===== config.mk =====
export PLATFORM = sky130hd
export DESIGN_NAME = mmspi_device_flat
export DESIGN_NICKNAME = d
export VERILOG_FILES = /design/src/logic/mmspi_pkg.sv /design/src/logic/mmspi_if.sv /design/src/logic/mmspi_device.sv /design/src/logic/sync_fifo.sv /design/src/flat_wrapper.sv
export SDC_FILE = /design/constraint.sdc
export NUM_CORES = 1
export LEC_CHECK = 0
export BUFFER_PORTS_ARGS = -buffer_cell sky130_fd_sc_hd__buf_2
export CORE_ASPECT_RATIO = 1.1
export CORE_UTILIZATION = 30
export DETAILED_ROUTE_END_ITERATION = 12
export RECOVER_POWER = 100
export SLEW_MARGIN = 25
export SYNTH_ARGS = -nofsm -noshare
export SYNTH_HDL_FRONTEND = slang
export SYNTH_HIERARCHICAL = 1
export SYNTH_SLANG_ARGS = --single-unit
export TNS_END_PERCENT = 30

===== constraint.sdc =====
create_clock -name I_CLK -period 4.4 [get_ports I_CLK]
set_input_delay 0.44 -clock I_CLK [delete_from_list [all_inputs] [get_ports I_CLK]]
set_output_delay 0.44 -clock I_CLK [all_outputs]
set_load 0.005 [all_outputs]

===== src/logic/mmspi_pkg.sv =====
// How it works
// slave only, full duplex, host clocks
// clock idles high, change fall, sample rise
// host holds select low whole exchange
// select high 2 ms after read, 10 ms after write
// three header bytes start every exchange
// header byte 0 bit 0: 1 read
// address low 7 bits, then upper 8
// third header byte gives data count
// written bytes go to rising addresses
// read returns rising addresses, ignores host bytes
// header bytes answered with 0x55
// write data bytes answered with 0xAA
// bytes past the count answered 0xEE
// read-only target: 0xEE, rest discarded
// output undriven while device sleeps
// deep sleep only with select high
// host waits after select before clocking
// message line released on read, reasserted
// bytes go most significant bit first
// select high resets the exchange
package mmspi_pkg;
  // ---------------------------------------------------------------
  // framing
  // ---------------------------------------------------------------
  localparam int         ADDR_W       = 15;
  localparam int         HDR_BYTES    = 3;
  localparam logic [7:0] STAT_DEFAULT = 8'h55;
  localparam logic [7:0] STAT_WRITE   = 8'hAA;
  localparam logic [7:0] STAT_ERROR   = 8'hEE;
  localparam int         FIFO_DEPTH   = 32;
  // ---------------------------------------------------------------
  // timing
  // ---------------------------------------------------------------
  localparam int CLK_NS       = 25;
  localparam int T_HALF_NS    = 666;
  localparam int T_S1_FREE_NS = 2000;
  localparam int T_S1_LP_NS   = 22000;
  localparam int T_S2_NS      = 20000;
  localparam int T_BGAP_NS    = 100000;
  localparam int T_GAP_RD_NS  = 2000000;
  localparam int T_GAP_WR_NS  = 10000000;
  localparam int HALF_CYC     = (T_HALF_NS + CLK_NS - 1) / CLK_NS;
  localparam int S1_FREE_CYC  = (T_S1_FREE_NS + CLK_NS - 1) / CLK_NS;
  localparam int S1_LP_CYC    = T_S1_LP_NS / CLK_NS + 1;
  localparam int S2_CYC       = (T_S2_NS + CLK_NS - 1) / CLK_NS;
  localparam int BGAP_CYC     = (T_BGAP_NS + CLK_NS - 1) / CLK_NS;
  localparam int GAP_RD_CYC   = (T_GAP_RD_NS + CLK_NS - 1) / CLK_NS;
  localparam int GAP_WR_CYC   = (T_GAP_WR_NS + CLK_NS - 1) / CLK_NS;
endpackage : mmspi_pkg


===== src/logic/mmspi_if.sv =====
interface mmspi_if;
  logic sck;
  logic ss_n;
  logic mosi;
  logic miso_out;
  logic miso_oe;
  logic change_oe;
  logic miso;
  logic change_n;
  // ---------------------------------------------------------------
  // wire levels, undriven lines read as pulled up
  // ---------------------------------------------------------------
  assign miso     = miso_oe ? miso_out : 1'b1;
  assign change_n = change_oe ? 1'b0 : 1'b1;
  modport device (input sck, ss_n, mosi,
                  output miso_out, miso_oe, change_oe);
  modport host   (output sck, ss_n, mosi, input miso, change_n);
endinterface : mmspi_if


===== src/logic/mmspi_device.sv =====
module mmspi_device #(
  parameter int                             DEPTH    = mmspi_pkg::FIFO_DEPTH,
  parameter logic [mmspi_pkg::ADDR_W-1:0]   MSG_ADDR = '0
) (
  input  wire logic                         I_CLK,
  input  wire logic                         I_NRST,
  mmspi_if.device                           LINK,
  input  wire logic                         I_SLEEP,
  output logic                              O_DEEP_SLEEP_OK,
  output logic [mmspi_pkg::ADDR_W-1:0]      O_ADDR,
  input  wire logic                         I_ADDR_RO,
  output logic                              O_RD_REQ,
  input  wire logic                         I_RD_VALID,
  input  wire logic [7:0]                   I_RD_DATA,
  output logic                              O_WR_VALID,
  output logic [mmspi_pkg::ADDR_W-1:0]      O_WR_ADDR,
  output logic [7:0]                        O_WR_DATA,
  input  wire logic                         I_WR_READY,
  output logic                              O_WR_DROP,
  input  wire logic                         I_MSG_PENDING,
  output logic                              O_MSG_READ
);
  import mmspi_pkg::*;

  typedef enum logic [1:0] {PH_HDR, PH_DATA, PH_ERR} phase_t;

  logic              sck_m;
  logic              sck_s;
  logic              sck_d;
  logic              ss_m;
  logic              ss_s;
  logic              mosi_m;
  logic              mosi_s;
  logic              sel;
  logic              sck_rise;
  logic              sck_fall;
  logic [2:0]        bit_cnt;
  logic [7:0]        rx_sh;
  logic [7:0]        rx_byte;
  logic [1:0]        hdr_idx;
  phase_t            phase;
  logic              dir;
  logic [ADDR_W-1:0] addr;
  logic [7:0]        remain;
  logic              byte_done;
  logic              wr_push;
  logic              fifo_ready;
  logic [7:0]        rd_buf;
  logic [7:0]        tx_sel;
  logic [7:0]        tx_sh;
  logic              miso_q;
  logic              oe_q;
  logic              pend_d;
  logic              msg_wait;
  logic              rd_start;

  // ---------------------------------------------------------------
  // pin synchronisers and edge detect
  // ---------------------------------------------------------------
  always_ff @(posedge I_CLK or negedge I_NRST) begin
    if (!I_NRST) begin
      sck_m  <= 1'b1;
      sck_s  <= 1'b1;
      sck_d  <= 1'b1;
      ss_m   <= 1'b1;
      ss_s   <= 1'b1;
      mosi_m <= 1'b0;
      mosi_s <= 1'b0;
    end else begin
      sck_m  <= LINK.sck;
      sck_s  <= sck_m;
      sck_d  <= sck_s;
      ss_m   <= LINK.ss_n;
      ss_s   <= ss_m;
      mosi_m <= LINK.mosi;
      mosi_s <= mosi_m;
    end
  end

  assign sel       = ~ss_s;
  assign sck_rise  = sck_s & ~sck_d;
  assign sck_fall  = ~sck_s & sck_d;
  assign rx_byte   = {rx_sh[6:0], mosi_s};
  assign byte_done = sel & sck_rise & (bit_cnt == 3'd7);

  // ---------------------------------------------------------------
  // header decode and data phase
  // ---------------------------------------------------------------
  always_ff @(posedge I_CLK or negedge I_NRST) begin
    if (!I_NRST) begin
      bit_cnt <= '0;
      rx_sh   <= '0;
      hdr_idx <= '0;
      phase   <= PH_HDR;
      dir     <= 1'b0;
      addr    <= '0;
      remain  <= '0;
    end else if (!sel) begin
      bit_cnt <= '0;
      hdr_idx <= '0;
      phase   <= PH_HDR;
    end else if (sck_rise) begin
      rx_sh   <= rx_byte;
      bit_cnt <= bit_cnt + 3'd1;
      if (bit_cnt == 3'd7) begin
        unique case (phase)
          PH_HDR: begin
            hdr_idx <= hdr_idx + 2'd1;
            unique case (hdr_idx)
              2'd0: begin
                dir       <= rx_byte[0];
                addr[6:0] <= rx_byte[7:1];
              end
              2'd1: addr[14:7] <= rx_byte;
              default: begin
                remain <= rx_byte;
                phase  <= (rx_byte == 8'h00) ? PH_ERR : PH_DATA;
              end
            endcase
          end
          PH_DATA: begin
            if (!dir && (I_ADDR_RO || !fifo_ready)) begin
              phase <= PH_ERR;
            end else begin
              addr   <= addr + 1'b1;
              remain <= remain - 8'd1;
              if (remain == 8'd1) begin
                phase <= PH_ERR;
              end
            end
          end
          PH_ERR: phase <= PH_ERR;
          default: phase <= PH_ERR;
        endcase
      end
    end
  end

  assign O_ADDR  = addr;
  assign wr_push = byte_done & (phase == PH_DATA) & ~dir & ~I_ADDR_RO;

  // ---------------------------------------------------------------
  // write buffer toward the memory map
  // ---------------------------------------------------------------
  sync_fifo #(
    .WIDTH (ADDR_W + 8),
    .DEPTH (DEPTH)
  ) u_wr_fifo (
    .i_clk   (I_CLK),
    .i_nrst  (I_NRST),
    .i_valid (wr_push),
    .o_ready (fifo_ready),
    .i_data  ({addr, rx_byte}),
    .o_valid (O_WR_VALID),
    .i_ready (I_WR_READY),
    .o_data  ({O_WR_ADDR, O_WR_DATA})
  );

  always_ff @(posedge I_CLK or negedge I_NRST) begin
    if (!I_NRST) begin
      O_WR_DROP <= 1'b0;
    end else begin
      O_WR_DROP <= wr_push & ~fifo_ready;
    end
  end

  // ---------------------------------------------------------------
  // read fetch, one byte ahead of the shifter
  // ---------------------------------------------------------------
  assign rd_start = byte_done & dir &
                    (((phase == PH_HDR) && (hdr_idx == 2'd2) &&
                      (rx_byte != 8'h00)) ||
                     ((phase == PH_DATA) && (remain != 8'd1)));

  always_ff @(posedge I_CLK or negedge I_NRST) begin
    if (!I_NRST) begin
      O_RD_REQ <= 1'b0;
      rd_buf   <= '0;
    end else begin
      O_RD_REQ <= rd_start;
      if (I_RD_VALID) begin
        rd_buf <= I_RD_DATA;
      end
    end
  end

  // ---------------------------------------------------------------
  // outgoing byte
  // ---------------------------------------------------------------
  always_comb begin
    unique case (phase)
      PH_HDR:  tx_sel = STAT_DEFAULT;
      PH_DATA: tx_sel = dir ? rd_buf : STAT_WRITE;
      PH_ERR:  tx_sel = STAT_ERROR;
      default: tx_sel = STAT_ERROR;
    endcase
  end

  always_ff @(posedge I_CLK or negedge I_NRST) begin
    if (!I_NRST) begin
      tx_sh  <= '0;
      miso_q <= 1'b1;
    end else if (!sel) begin
      tx_sh  <= '0;
      miso_q <= 1'b1;
    end else if (sck_fall) begin
      if (bit_cnt == 3'd0) begin
        miso_q <= tx_sel[7];
        tx_sh  <= {tx_sel[6:0], 1'b0};
      end else begin
        miso_q <= tx_sh[7];
        tx_sh  <= {tx_sh[6:0], 1'b0};
      end
    end
  end

  // ---------------------------------------------------------------
  // sleep handling
  // ---------------------------------------------------------------
  always_ff @(posedge I_CLK or negedge I_NRST) begin
    if (!I_NRST) begin
      oe_q            <= 1'b0;
      O_DEEP_SLEEP_OK <= 1'b0;
    end else begin
      oe_q            <= sel & ~I_SLEEP;
      O_DEEP_SLEEP_OK <= I_SLEEP & ~sel;
    end
  end

  assign LINK.miso_out = miso_q;
  assign LINK.miso_oe  = oe_q;

  // ---------------------------------------------------------------
  // message waiting line
  // ---------------------------------------------------------------
  always_ff @(posedge I_CLK or negedge I_NRST) begin
    if (!I_NRST) begin
      pend_d     <= 1'b0;
      msg_wait   <= 1'b0;
      O_MSG_READ <= 1'b0;
    end else begin
      pend_d     <= I_MSG_PENDING;
      O_MSG_READ <= byte_done & dir & (phase == PH_DATA) &
                    (addr == MSG_ADDR);
      // a new message outranks the release of the old one
      msg_wait   <= (msg_wait & ~O_MSG_READ) |
                    (I_MSG_PENDING & ~pend_d);
    end
  end

  assign LINK.change_oe = msg_wait;
endmodule // mmspi_device


===== src/logic/sync_fifo.sv =====
module sync_fifo #(
  parameter int WIDTH = 8,
  parameter int DEPTH = 32
) (
  input  wire logic             i_clk,
  input  wire logic             i_nrst,
  input  wire logic             i_valid,
  output logic                  o_ready,
  input  wire logic [WIDTH-1:0] i_data,
  output logic                  o_valid,
  input  wire logic             i_ready,
  output logic      [WIDTH-1:0] o_data
);
  localparam int AW = $clog2(DEPTH);
  logic [WIDTH-1:0] mem [DEPTH];
  logic [AW:0]      wr_ptr;
  logic [AW:0]      rd_ptr;
  logic             full;
  logic             empty;

  assign empty   = (wr_ptr == rd_ptr);
  assign full    = (wr_ptr[AW] != rd_ptr[AW]) &&
                   (wr_ptr[AW-1:0] == rd_ptr[AW-1:0]);
  assign o_ready = ~full;
  assign o_valid = ~empty;
  assign o_data  = mem[rd_ptr[AW-1:0]];

  always_ff @(posedge i_clk) begin
    if (i_valid && !full) begin
      mem[wr_ptr[AW-1:0]] <= i_data;
    end
  end

  always_ff @(posedge i_clk or negedge i_nrst) begin
    if (!i_nrst) begin
      wr_ptr <= '0;
      rd_ptr <= '0;
    end else begin
      if (i_valid && !full) begin
        wr_ptr <= wr_ptr + 1'b1;
      end
      if (i_ready && !empty) begin
        rd_ptr <= rd_ptr + 1'b1;
      end
    end
  end
endmodule // sync_fifo

===== src/flat_wrapper.sv =====
// flat-port wrapper written by rule: the top's interface ports become plain ports
module mmspi_device_flat import mmspi_pkg::*;
#(
  parameter int                             DEPTH    = mmspi_pkg::FIFO_DEPTH,
  parameter logic [mmspi_pkg::ADDR_W-1:0]   MSG_ADDR = '0
)
  (I_CLK, I_NRST, I_SLEEP, O_DEEP_SLEEP_OK, O_ADDR, I_ADDR_RO, O_RD_REQ, I_RD_VALID, I_RD_DATA, O_WR_VALID, O_WR_ADDR, O_WR_DATA, I_WR_READY, O_WR_DROP, I_MSG_PENDING, O_MSG_READ, LINK_sck, LINK_ss_n, LINK_mosi, LINK_miso_out, LINK_miso_oe, LINK_change_oe);
  mmspi_if LINK_i ();
  input  wire logic I_CLK;
  input  wire logic I_NRST;
  input  wire logic I_SLEEP;
  output logic O_DEEP_SLEEP_OK;
  output logic [mmspi_pkg::ADDR_W-1:0] O_ADDR;
  input  wire logic I_ADDR_RO;
  output logic O_RD_REQ;
  input  wire logic I_RD_VALID;
  input  wire logic [7:0] I_RD_DATA;
  output logic O_WR_VALID;
  output logic [mmspi_pkg::ADDR_W-1:0] O_WR_ADDR;
  output logic [7:0] O_WR_DATA;
  input  wire logic I_WR_READY;
  output logic O_WR_DROP;
  input  wire logic I_MSG_PENDING;
  output logic O_MSG_READ;
  input wire logic [$bits(LINK_i.sck)-1:0] LINK_sck;
  input wire logic [$bits(LINK_i.ss_n)-1:0] LINK_ss_n;
  input wire logic [$bits(LINK_i.mosi)-1:0] LINK_mosi;
  output wire logic [$bits(LINK_i.miso_out)-1:0] LINK_miso_out;
  output wire logic [$bits(LINK_i.miso_oe)-1:0] LINK_miso_oe;
  output wire logic [$bits(LINK_i.change_oe)-1:0] LINK_change_oe;
  assign LINK_i.sck = LINK_sck;
  assign LINK_i.ss_n = LINK_ss_n;
  assign LINK_i.mosi = LINK_mosi;
  assign LINK_miso_out = LINK_i.miso_out;
  assign LINK_miso_oe = LINK_i.miso_oe;
  assign LINK_change_oe = LINK_i.change_oe;
  mmspi_device #(.DEPTH(DEPTH), .MSG_ADDR(MSG_ADDR)) u_core (.I_CLK(I_CLK), .I_NRST(I_NRST), .LINK(LINK_i), .I_SLEEP(I_SLEEP), .O_DEEP_SLEEP_OK(O_DEEP_SLEEP_OK), .O_ADDR(O_ADDR), .I_ADDR_RO(I_ADDR_RO), .O_RD_REQ(O_RD_REQ), .I_RD_VALID(I_RD_VALID), .I_RD_DATA(I_RD_DATA), .O_WR_VALID(O_WR_VALID), .O_WR_ADDR(O_WR_ADDR), .O_WR_DATA(O_WR_DATA), .I_WR_READY(I_WR_READY), .O_WR_DROP(O_WR_DROP), .I_MSG_PENDING(I_MSG_PENDING), .O_MSG_READ(O_MSG_READ));
endmodule

---- After elaboration in Yosys (flattened, before gate mapping) ----
Memories as Yosys holds them, arrays and structs flattened.
Cells that the tools add are included.
W data, S select, Z words.
operators by class
  $add $sub $neg .......................... 6
  eq/ne operators ......................... 15
  mux-type cells .......................... 31
  bitwise operators ....................... 26
  reduce and logical (&&, ||, !) cells .... 31
operators by type and width
  kind                     number
  $mux W8                  7
  $pmux W8 S2              2
  $pmux W15 S2             1
  $mux W2                  11
  $reduce_and A6 Y1        3
  $and A1 B1 Y1            16
  $add A15 B1 Y15 const B  1
  $logic_not A15 Y1        1
  $mux W15                 1
  $add A6 B1 Y6 const B    2
  $reduce_bool A2 Y1       5
  $not A1 Y1               9
  $eq A8 B1 Y1 const B     1
  $logic_not A8 Y1         1
  $ne A2 B2 Y1 const B     4
  $ne A8 B1 Y1 const B     1
  $reduce_bool A8 Y1       1
  $sub A8 B1 Y8 const B    1
  $logic_and A1 B1 Y1      7
  $mux W7                  1
  $eq A6 B6 Y1             1
  $mux W3                  2
  $eq A5 B5 Y1             1
  $mux W1                  5
  19 further kinds         24
storage, ports and cells
  bits in registers ....................... 81
  RAM bits ................................ 736
  bits of input ports ..................... 18
  output and inout port bits .............. 46
  logic and storage cells ................. 137
  memories kept ........................... 1
memory list
  memory                depth  bits a word  read ports  clocked after Yosys merged registers in  write ports  RTL line         source
  u_core.u_wr_fifo.mem  32     23           1           0                                        1            sync_fifo.sv:15  logic [WIDTH-1:0] mem [DEPTH];

---- Logic depth before layout (Yosys ltp) ----
Gate-level depths: netlist (run 1).
  depth in word-level cells ............... 10
  mapped depth ............................ 11
  depth with buffers taken out ............ 7

---- Cells and area by module ----
The synthesis (run 1) kept the hierarchy.
by module, submodules not included
  module        instances  cells each  area each (um^2)  sequential area each (um^2)
  sync_fifo     1          1372        28985.3           22401.5
  mmspi_device  1          354         3607.2            1709.1

---- Worst setup path after synthesis (run 1) ----
OpenSTA, ideal clock, no wires.
  kind .................................... register to register
  start ................................... reg u_core.bit_cnt[1]
  end ..................................... mem u_core/u_wr_fifo/mem[29][0] in the netlist's numbering (enable)
  library setup time ...................... 0.403 ns
  arrival ................................. 2.611 ns
  data required time ...................... 3.997 ns
  setup slack ............................. 1.386 ns
  cell stages (with the launch flop) ...... 9
  buffers on the path ..................... 1
  clock period less this slack ............ 3.014 ns
  cells stage by stage .................... dfrtp_1 > ha_1 > ha_1 > nand4bb_1 > nor4_1 > o31a_1 > buf_2 > nand2_1 > nor2_1
between the ends
  cells in the longest elaborated chain, start to end .. 8
RTL lines
  item                           RTL line             source
  start: declaration             mmspi_device.sv:37   logic [2:0] bit_cnt;
  start signal: assignment       mmspi_device.sv:104  bit_cnt <= bit_cnt + 3'd1;
  $eq A3 B3 Y1                   mmspi_device.sv:84   assign byte_done = sel & sck_rise & (bit_cnt == 3'd7);
  $and A1 B1 Y1                  mmspi_device.sv:84
  $and A1 B1 Y1 (3 in series)    mmspi_device.sv:140  assign wr_push = byte_done & (phase == PH_DATA) & ~dir & ~I_ADDR_RO;
  named net u_core.wr_push       mmspi_device.sv:46   logic wr_push;
  $logic_and A1 B1 Y1            sync_fifo.sv:29      if (i_valid && !full) begin
  $mux W1                        sync_fifo.sv:29
  $mux W1 (not written as such)  sync_fifo.sv:30      mem[wr_ptr[AW-1:0]] <= i_data;
  end: declaration               sync_fifo.sv:15
The timed path passes the listed nets, and every way through them passes these cells.

---- Worst setup path after layout (run 1) ----
  start ................................... reg u_core.u_wr_fifo.rd_ptr[0]
  end ..................................... out O_WR_DATA[5]
between the ends
  cells in the longest elaborated chain, start to end .. 1
RTL lines
  item                      RTL line            source
  start: declaration        sync_fifo.sv:17     logic [AW:0] rd_ptr;
  start signal: assignment  sync_fifo.sv:43     rd_ptr <= rd_ptr + 1'b1;
  $mem_v2 Z32 W23           n/a
  end: declaration          flat_wrapper.sv:20  output logic [7:0] O_WR_DATA;
No other way between the ends.

==> results of run 1 <==
==> layout make-up <==
type                       count  area, µm²
antenna                        2       5.00
timing repair buffer         158        902
multi-input combinational    784       7860
inverter                      22       82.6
tap                         1408       1760
sequential                   816      24100
clock inverter                61        574
fill                       10100      70100
clock buffer                  94       2160
==> worst max-delay path: cells and delay by family, from the launching register on <==
family	cells	cell delay, ns
muxes	2	1.01
DFF	1	0.70
AOI/OAI and AO/OA	1	0.39
buffers and inverters	2	0.75
and+or+nand+nor	1	0.15
==> worst max path at each step <==
| stage | from | slack [ns] | depth (start not counted) | to |
|---|---|---|---|---|
| after CTS | u_core/u_wr_fifo/rd_ptr[2] | 0.41 | 6 | O_WR_ADDR[14] |
| after detailed placement | u_core/bit_cnt[1] | 0.88 | 8 | u_core/u_wr_fifo/mem[12][4] |
| after global routing | u_core/bit_cnt[1] | 0.15 | 8 | u_core/u_wr_fifo/mem[14][2] |
| after global placement | u_core/bit_cnt[1] | 1.05 | 8 | u_core/u_wr_fifo/mem[12][5] |
| after floorplan | u_core/bit_cnt[1] | 1.39 | 8 | u_core/u_wr_fifo/mem[29][0] |
| final | u_core/u_wr_fifo/rd_ptr[0] | 0.32 | 6 | O_WR_DATA[5] |
==> state kept, by name, summed over array words and instances (netlist names), 2 cells and up <==
signal / flops
u_core/rd_buf: 8
u_core/hdr_idx: 2
u_core/u_wr_fifo/wr_ptr: 6
u_core/remain: 8
u_core/O_ADDR: 15
u_core/bit_cnt: 3
u_core/rx_sh: 7
u_core/tx_sh: 7
u_core/u_wr_fifo/mem: 736
u_core/phase: 2
u_core/u_wr_fifo/rd_ptr: 6
==> power by group through the flow <==
stage | combinational [mW] | sequential (mW) | clock (mW)
final | 4.74 | 8.96 | 6.97
after global routing | 5.03 | 8.97 | 7.42
after CTS | 4.87 | 8.93 | 7.12
after detailed placement | 4.84 | 9.10 | 0
after global placement | 4.77 | 9.09 | 0
after floorplan | 3.19 | 9.03 | 0
==> cells in the mapped netlist, types with 3 or more instances <==
master     count
edfxtp_1     736
mux2i_1      145
mux4_2       107
dfrtp_1       74
nor2_1        63
clkbuf_1      61
a221oi_1      42
mux2_2        37
nor3_1        34
o221ai_1      34
nand2_1       31
a22oi_1       27
a211oi_1      23
a21oi_1       23
o22ai_1       22
inv_1         21
buf_4         17
ha_1          15
xnor2_1       15
nand3_1       13
o21ai_0       13
buf_2         12
a2bb2oi_1      9
a31oi_1        8
mux4_1         8
nand2b_1       8
nor2b_1        8
buf_6          7
nor4_1         7
a21o_1         6
dfstp_2        6
nand4_1        6
o211ai_1       6
or3_1          5
a221oi_2       4
nand3b_1       4
o21a_1         4
or3b_2         4
xor2_1         4
a22o_1         3
clkbuf_8       3
o2bb2ai_1      3
or4_1          3
==> through the flow <==
stage / util (%) / instances / total power [mW] / cell area, µm² / setup slack [ns]
6_report: 34.8 / 3345 / 20.7 / 37500 / 0.318
5_1_grt: 34.8 / 3343 / 21.4 / 37500 / 0.147
4_1_cts: 35.1 / 3343 / 20.9 / 37800 / 0.414
3_5_place_dp: 32.5 / 3180 / 13.9 / 35000 / 0.881
3_3_place_gp: 32.5 / 3180 / 13.9 / 35000 / 1.05
2_1_floorplan: - / 1726 / 12.2 / 32600 / 1.39
==> cells by family after synthesis <==
group | count (synthesis) | share of synthesized area [%]
multiplexers | 297 | 13.8
AO/OA/AOI/OAI | 245 | 5.80
flip-flops | 816 | 74.0
adder cells (fa/ha/maj) | 15 | 0.576
XOR/XNOR | 19 | 0.511
AND/OR/NAND/NOR | 208 | 3.30
buffers and inverters | 126 | 2.07
==> layer usage <==
| metal | wire length, µm | track usage (%) |
|---|---|---|
| met1 | 31800 | 18.5 |
| met4 | 2150 | 3.98 |
| met5 | 0 | 0 |
| met2 | 38800 | 23.8 |
| met3 | 4400 | 2.41 |
==> timing repair <==
item	CTS	global route
buffers inserted	0	0
setup endpoints to repair	0	0
hold endpoints to repair	45	0
hold buffers	8	0
==> out/results.tsv, run 1 <==
metric	value	unit
area_growth	15.0	%
drt-initial-drc-count	1610	
timing.hold.ws	0.0392	ns
grt_pass1_wl	116000	µm
cp-start-kind	register	
most-common-layout-cells	edfxtp_1 (736), mux2i_1 (145), mux4_2 (107)	
cpMaxStageDelayCell	dfrtp_4	
netSwitchingPower	6.10	mW
crit_path_cell_trace	clkbuf_2 -> mux4_1 -> mux2_1 -> a221oi_1 -> nor3_1 -> buf_2	
crit_arrival	3.64	ns
grt_use_total	14.1	%
grt_antenna_before_repair	2	
cts_max_level	3	
vdd_drop_max	0.358	mV
via_per_inst	5.12	
initial_core_util	30.3	%
vias	17100	
hpwl	46800	µm
endpoint_kind	primary output	
power_density	552	nW/µm²
post_cts_resized	0	
tightest_slew	2.47	ns
netSwitchingFraction	29.5	%
cts-root-buf	clkbuf_16	
synth_area_leaders	edfxtp_1 (68%), mux4_2 (7.4%), dfrtp_1 (5.7%)	
drive_gt1_share	21.0	%
fp.dieH	348	µm
die_w	316	µm
fin_crit	4.08	ns
ys_types	79	
postRouteWirelength	77200	µm
ant_nets	0	
clkPwrFrac	33.7	%
yosys.area.top_type	edfxtp_1	
slew_headroom	-64.6	%
p_int	14.6	mW
tritoncts	built	
row_count	126	
critPathMaxStageDelay	0.70	ns
cts.clk_slew.worst_paths	0.06	ns
final_common_cell	edfxtp_1	
r2r_cells	8	
p_comb_share	22.9	%
yosysWarnings	6	
synthArstFlopShare	9.80	%
boundaryPins	64	
synth.cell_area	32600	µm²
period_share	92.8	%
critPathKind	reg -> out	
r2r_end	u_core/u_wr_fifo/mem[13][4]	
crit_path_max_fanout	18	
yosysSeqAreaShare	74.0	%
core-area	108000	µm²
ys.flop_type	edfxtp_1	
dr.pass1.iters	5	
gp_congestion	0.823	
overflow	0	
hold_viol	0	
hp-start	I_RD_DATA[5]	
grt_pass1_vias	17700	
cts-buffers-inserted	85	
violations	capacitance limit, slew limit	
fmax	0.245	GHz
synth_cells	1726	
setup_viol	0	
cp.required	3.96	ns
maxCapViolCount	24	
fin_nets	1900	
final-max-slew-violation-count	912	
synth.top_cell.area_share	67.8	%
min_delay_path_depth	3	
synth_nets	1759	
die_area	110000	µm²
io_buffers	63	
syn-mean-instance-area	18.9	µm²
r2r_start	u_core/bit_cnt[1]	
r2r_slack	0.38	ns
p_leak	12.0	nW
fin_tns_setup	0	ns
grt_max_degree	74	
hold_class	in -> reg	
rsz0062_at_grt	false	
p_seq_share	43.3	%
ys_ff_latch	816	
holdPathEnd	u_core/rd_buf[5]	
clkSinkCount	816	
drc_errors	0	
synth_edf_count	736	
wl_per_cell	23.1	µm
cts_buffer_depth	3	
clock_latency	0.65	ns
status	finished, violations left	
finClkSkew	0.0380	ns
Power figures use the tool's default switching activity.
==> run 2: changes to the inputs <==
CORE_UTILIZATION = 61   (was 30)
MAX_ROUTING_LAYER = met4   (was default)
PLACE_DENSITY = 0.78   (was default)
==> run 2 against run 1 <==
  * The run still ends with capacitance limit, slew limit left
  * Critical path depth did not move
  * Fmax fell by 5.2%
  * First-iteration DRC count rose by 43%
  * Clock-buffer cell count rose by 6
  * Final cell count fell by 22%
  * Register-to-register slack got worse by 0.02 ns
  * Global-route usage rose by 17 points
  * Wire length rose by 3.6%
  * Utilization rose by 34 points
  * Via count rose by 4.4%
  * Largest cell class unchanged
  * Power fell by 2.5%
==> out/results.tsv, run 2 (synthesized netlist as in run 1, its figures left out) <==
metric	value	unit
tritoncts	built	
power_density	556	nW/µm²
drt-initial-drc-count	2310	
cts-root-buf	clkbuf_16	
wl_per_cell	30.8	µm
core-area	52600	µm²
drc_errors	0	
cp.required	3.96	ns
slew_headroom	-60.9	%
period_share	97.9	%
finClkSkew	0.0244	ns
overflow	0	
grt_antenna_before_repair	0	
drive_gt1_share	21.1	%
cts_buffer_depth	3	
die_area	54400	µm²
cts.clk_slew.worst_paths	0.06	ns
setup_viol	0	
placed_cells	2451	
startpoint	u_core/u_wr_fifo/rd_ptr[2]	
vias	17900	
p_leak	11.9	nW
grt_pass1_wl	118000	µm
clkSinkCount	816	
fp.dieH	244	µm
rsz0062_at_grt	false	
crit_arrival	3.87	ns
min_delay_path_depth	3	
maxCapViolCount	23	
most-common-layout-cells	edfxtp_1 (736), mux2i_1 (145), mux4_2 (107)	
gp_congestion	0.889	
tightest_slew	2.41	ns
crit_path_max_fanout	53	
cts-buffers-inserted	77	
final-max-slew-violation-count	796	
grt_max_degree	101	
fmax	0.232	GHz
violations	capacitance limit, slew limit	
die_w	222	µm
status	finished, violations left	
hold_class	in -> reg	
vdd_drop_max	0.331	mV
grt_use_total	31.1	%
layout.cells.non_filler	2597	
boundaryPins	64	
final_common_cell	edfxtp_1	
initial_core_util	61.9	%
io_buffers	63	
fin_nets	1895	
row_count	88	
hpwl	44200	µm
r2r_slack	0.36	ns
fin_tns_setup	0	ns
r2r_cells	6	
area_growth	11.2	%
critPathKind	reg -> out	
fin_crit	4.31	ns
cts_max_level	3	
grt_pass1_vias	18200	
postRouteWirelength	80000	µm
ant_nets	0	
largest_reg_flops	736	
hp-start	I_RD_DATA[3]	
cp-start-kind	register	
hold_viol	0	
dr.pass1.iters	5	
via_per_inst	6.88	
endpoint_kind	primary output	
clock_latency	0.63	ns
r2r_start	u_core/ss_s	
## run 2: cell count changes in the layout (fill, tap and decap cells not counted), moves of 3 or more
cell / change
clkinv_2: -3
bufinv_16: -4
buf_4: +6
clkinv_4: +3
clkbuf_16: -5
clkinvlp_4: -3
clkinv_1: -13
buf_2: +7
## run 2: final timing paths
kind / to
setup / recovery: O_WR_DATA[0]
hold / removal: u_core/rd_buf[3]
setup reg to reg: u_core/u_wr_fifo/mem[7][5]
hold reg to reg: u_core/mosi_s
max in group asynchronous: u_core/u_wr_fifo/rd_ptr[1]
min in group asynchronous: u_core/O_ADDR[10]
## run 2: final cells by class
| class | instances | area (µm²) |
|---|---|---|
| Sequential cell | 816 | 24100 |
| Fill cell | 3213 | 16400 |
| Multi-Input combinational cell | 784 | 7860 |
| Clock buffer | 100 | 2100 |
| Timing Repair Buffer | 161 | 916 |
| Tap cell | 675 | 845 |
| Clock inverter | 38 | 310 |
| Inverter | 22 | 82.6 |
| Antenna cell | 1 | 2.50 |
## run 2: worst max-delay path, stage by stage (launching register included)
cell and delay, ns:
dfrtp_4 0.96, clkbuf_2 0.52, mux4_2 0.38, mux2_1 0.36, a221oi_1 0.73, nor3_1 0.12
buf_2 0.17
## run 2: routing by layer
layer | vias to the layer above | GRT usage (%) | routed length [µm]
met2 | 1083 | 49.3 | 39200
met4 | 0 | 14.8 | 3880
met1 | 9214 | 39.9 | 29400
met3 | 197 | 4.94 | 7490
li1 | 7385 | - | -
met5 | - | - | 0
## run 2: repair_timing
| action | in CTS | in global routing |
|---|---|---|
| hold buffers | 6 | 1 |
| endpoints found under the hold margin | 6 | 74 |
| resized for setup | 0 | 0 |
| buffers inserted | 0 | 0 |
## run 2: through the flow
step,cell area [µm²],power (mW),setup slack [ns],hold WS (ns),util [%]
after floorplan,32600,12.2,1.39,0.144,-
after global placement,34100,13.8,0.887,0.336,64.8
after detailed placement,34100,13.9,0.988,0.338,64.8
after CTS,36500,20.2,0.279,0.00739,69.4
after global routing,36200,20.7,0.0825,0.0551,68.8
final,36200,20.2,0.0939,0.0283,68.8
## run 2: where the power goes
group | switching, mW | total (mW) | internal [mW] | leakage, nW
Sequential | 0.371 | 9.09 | 8.72 | 7.45
Clock | 2.77 | 6.38 | 3.61 | 1.17
Combinational | 2.81 | 4.68 | 1.88 | 3.23
==> run 3: changes to the inputs <==
CORE_UTILIZATION = 67   (was 61)
PLACE_DENSITY = 0.84   (was 0.78)
==> run 3 against run 2 <==
  * The run still ends with capacitance limit, slew limit left
  * Fmax fell by 1.7%
  * Clock-buffer cell count fell by 8
  * Register-to-register slack got worse by 0.09 ns
  * Critical path type unchanged
  * Flip-flop and latch count unchanged
==> out/results.tsv, run 3 (synthesized netlist as in run 1, its figures left out) <==
metric	value	unit
fin_nets	1897	
cp.required	3.96	ns
most-common-layout-cells	edfxtp_1 (736), mux2i_1 (145), mux4_2 (107)	
fp.dieH	233	µm
drt-initial-drc-count	2918	
setup_viol	0	
overflow	0	
min_delay_path_depth	3	
postRouteWirelength	80600	µm
diodes	0	
core-area	47900	µm²
finClkSkew	0.0283	ns
grt_use_total	34.5	%
grt_antenna_before_repair	1	
area_growth	11.2	%
holdPathEnd	u_core/rd_buf[3]	
cts_buffer_depth	3	
hold_class	in -> reg	
violations	capacitance limit, slew limit	
cts-buffers-inserted	77	
clkSinkCount	816	
cts.clk_slew.worst_paths	0.06	ns
tritoncts	built	
status	finished, violations left	
crit_arrival	3.94	ns
cp-start-kind	register	
final_common_cell	edfxtp_1	
netSwitchingFraction	29.5	%
hold_buffers	6	
p_comb_share	23.2	%
vdd_drop_max	0.439	mV
r2r_slack	0.27	ns
clock_latency	0.62	ns
r2r_start	u_core/bit_cnt[1]	
crit_path_max_fanout	52	
tightest_slew	2.97	ns
via_per_inst	7.13	
grt_max_degree	112	
hold_viol	0	
stdcell_area	36200	µm²
num-fill-cells	2581	
slew_headroom	-97.7	%
drc_errors	0	
cts-root-buf	clkbuf_16	
ant_nets	0	
fin_tns_setup	0	ns
p_int	14.4	mW
die_w	212	µm
hp-start	I_RD_DATA[3]	
gp_congestion	0.862	
maxCapViolCount	21	
r2r_end	u_core/u_wr_fifo/mem[31][18]	
fmax	0.228	GHz
critPathKind	reg -> out	
final-max-slew-violation-count	823	
grt_pass1_vias	18300	
fin_crit	4.38	ns
post_cts_resized	0	
wl_per_cell	31.4	µm
largest_reg_flops	736	
clkPwrFrac	32.3	%
placed_area	34000	µm²
hpwl	43900	µm
cts_max_level	3	
p_leak	11.8	nW
drive_gt1_share	20.2	%
endpoint_kind	primary output	
power_density	563	nW/µm²
r2r_cells	8	
grt_pass1_wl	118000	µm
vias	18300	
p_seq_share	44.4	%
io_buffers	63	
boundaryPins	64	
rsz0062_at_grt	false	
cts_setup_buffers	0	
initial_core_util	68.0	%
row_count	84	
dr.pass1.iters	6	
die_area	49500	µm²
period_share	99.5	%
netSwitchingPower	6.02	mW
run 3: changes by cell type in the layout (fill, tap and decap cells not counted), moves of 2 or more:
cell,change
clkinv_2,+6
clkbuf_8,-2
buf_2,-10
clkinv_1,-4
clkinvlp_4,+2
clkinv_4,-2
and2_1,-2
clkbuf_2,-4
nor2_1,+8
and2_0,+2
bufinv_16,+4
clkbuf_1,+12
nor2_2,-8
run 3: layout make-up:
cell class / instances / area (µm²) / share of cell area (%)
Multi-Input combinational cell: 784 / 7840 / 21.6
Clock buffer: 92 / 2050 / 5.65
Clock inverter: 44 / 443 / 1.22
Sequential cell: 816 / 24100 / 66.6
Inverter: 22 / 82.6 / 0.228
Tap cell: 645 / 807 / 2.23
Timing Repair Buffer: 163 / 892 / 2.46
run 3: metal layers:
layer	vias up	share of wire, %	track usage [%]
met1	9240	35	45.0
met3	240	11	5.75
met2	1433	49	54.4
met5	-	0	-
met4	0	4.9	15.2
li1	7377	-	-
run 3: worst max-delay path by stage:
stage,depth (start not counted),end,from,slack [ns]
6_report,5,O_WR_DATA[7],u_core/u_wr_fifo/rd_ptr[2],0.02
5_1_grt,8,u_core/u_wr_fifo/mem[31][19],u_core/bit_cnt[1],0.07
4_1_cts,5,O_WR_DATA[7],u_core/u_wr_fifo/rd_ptr[2],0.13
3_5_place_dp,8,u_core/u_wr_fifo/mem[26][14],u_core/bit_cnt[1],0.88
3_3_place_gp,7,O_WR_DATA[7],u_core/u_wr_fifo/rd_ptr[0],1.0
2_1_floorplan,8,u_core/u_wr_fifo/mem[29][0],u_core/bit_cnt[1],1.39
run 3: power groups by stage:
stage | sequential (mW) | combinational [mW] | clock, mW
after global routing | 9.07 | 4.89 | 6.91
after floorplan | 9.03 | 3.19 | 0
after CTS | 9.03 | 4.70 | 6.64
after global placement | 9.17 | 4.46 | 0
after detailed placement | 9.18 | 4.57 | 0
final | 9.06 | 4.73 | 6.59
run 3: worst max-delay path, cell delays in order (launching register included):
cell      delay, ns
dfrtp_4        0.96
or3_1          0.89
o221ai_1       0.28
a221oi_1       0.84
nor3_1         0.17
clkbuf_1       0.17
run 3: through the flow:
step	worst slack, ns	power, mW	util [%]	instances	hold WS (ns)
2_1_floorplan	1.39	12.2	-	1726	0.144
3_3_place_gp	0.997	13.6	70.9	2424	0.333
3_5_place_dp	0.884	13.8	70.9	2424	0.335
4_1_cts	0.133	20.4	76.2	2566	0.0283
5_1_grt	0.0679	20.9	75.6	2566	0.0569
6_report	0.0214	20.4	75.6	2566	0.0597
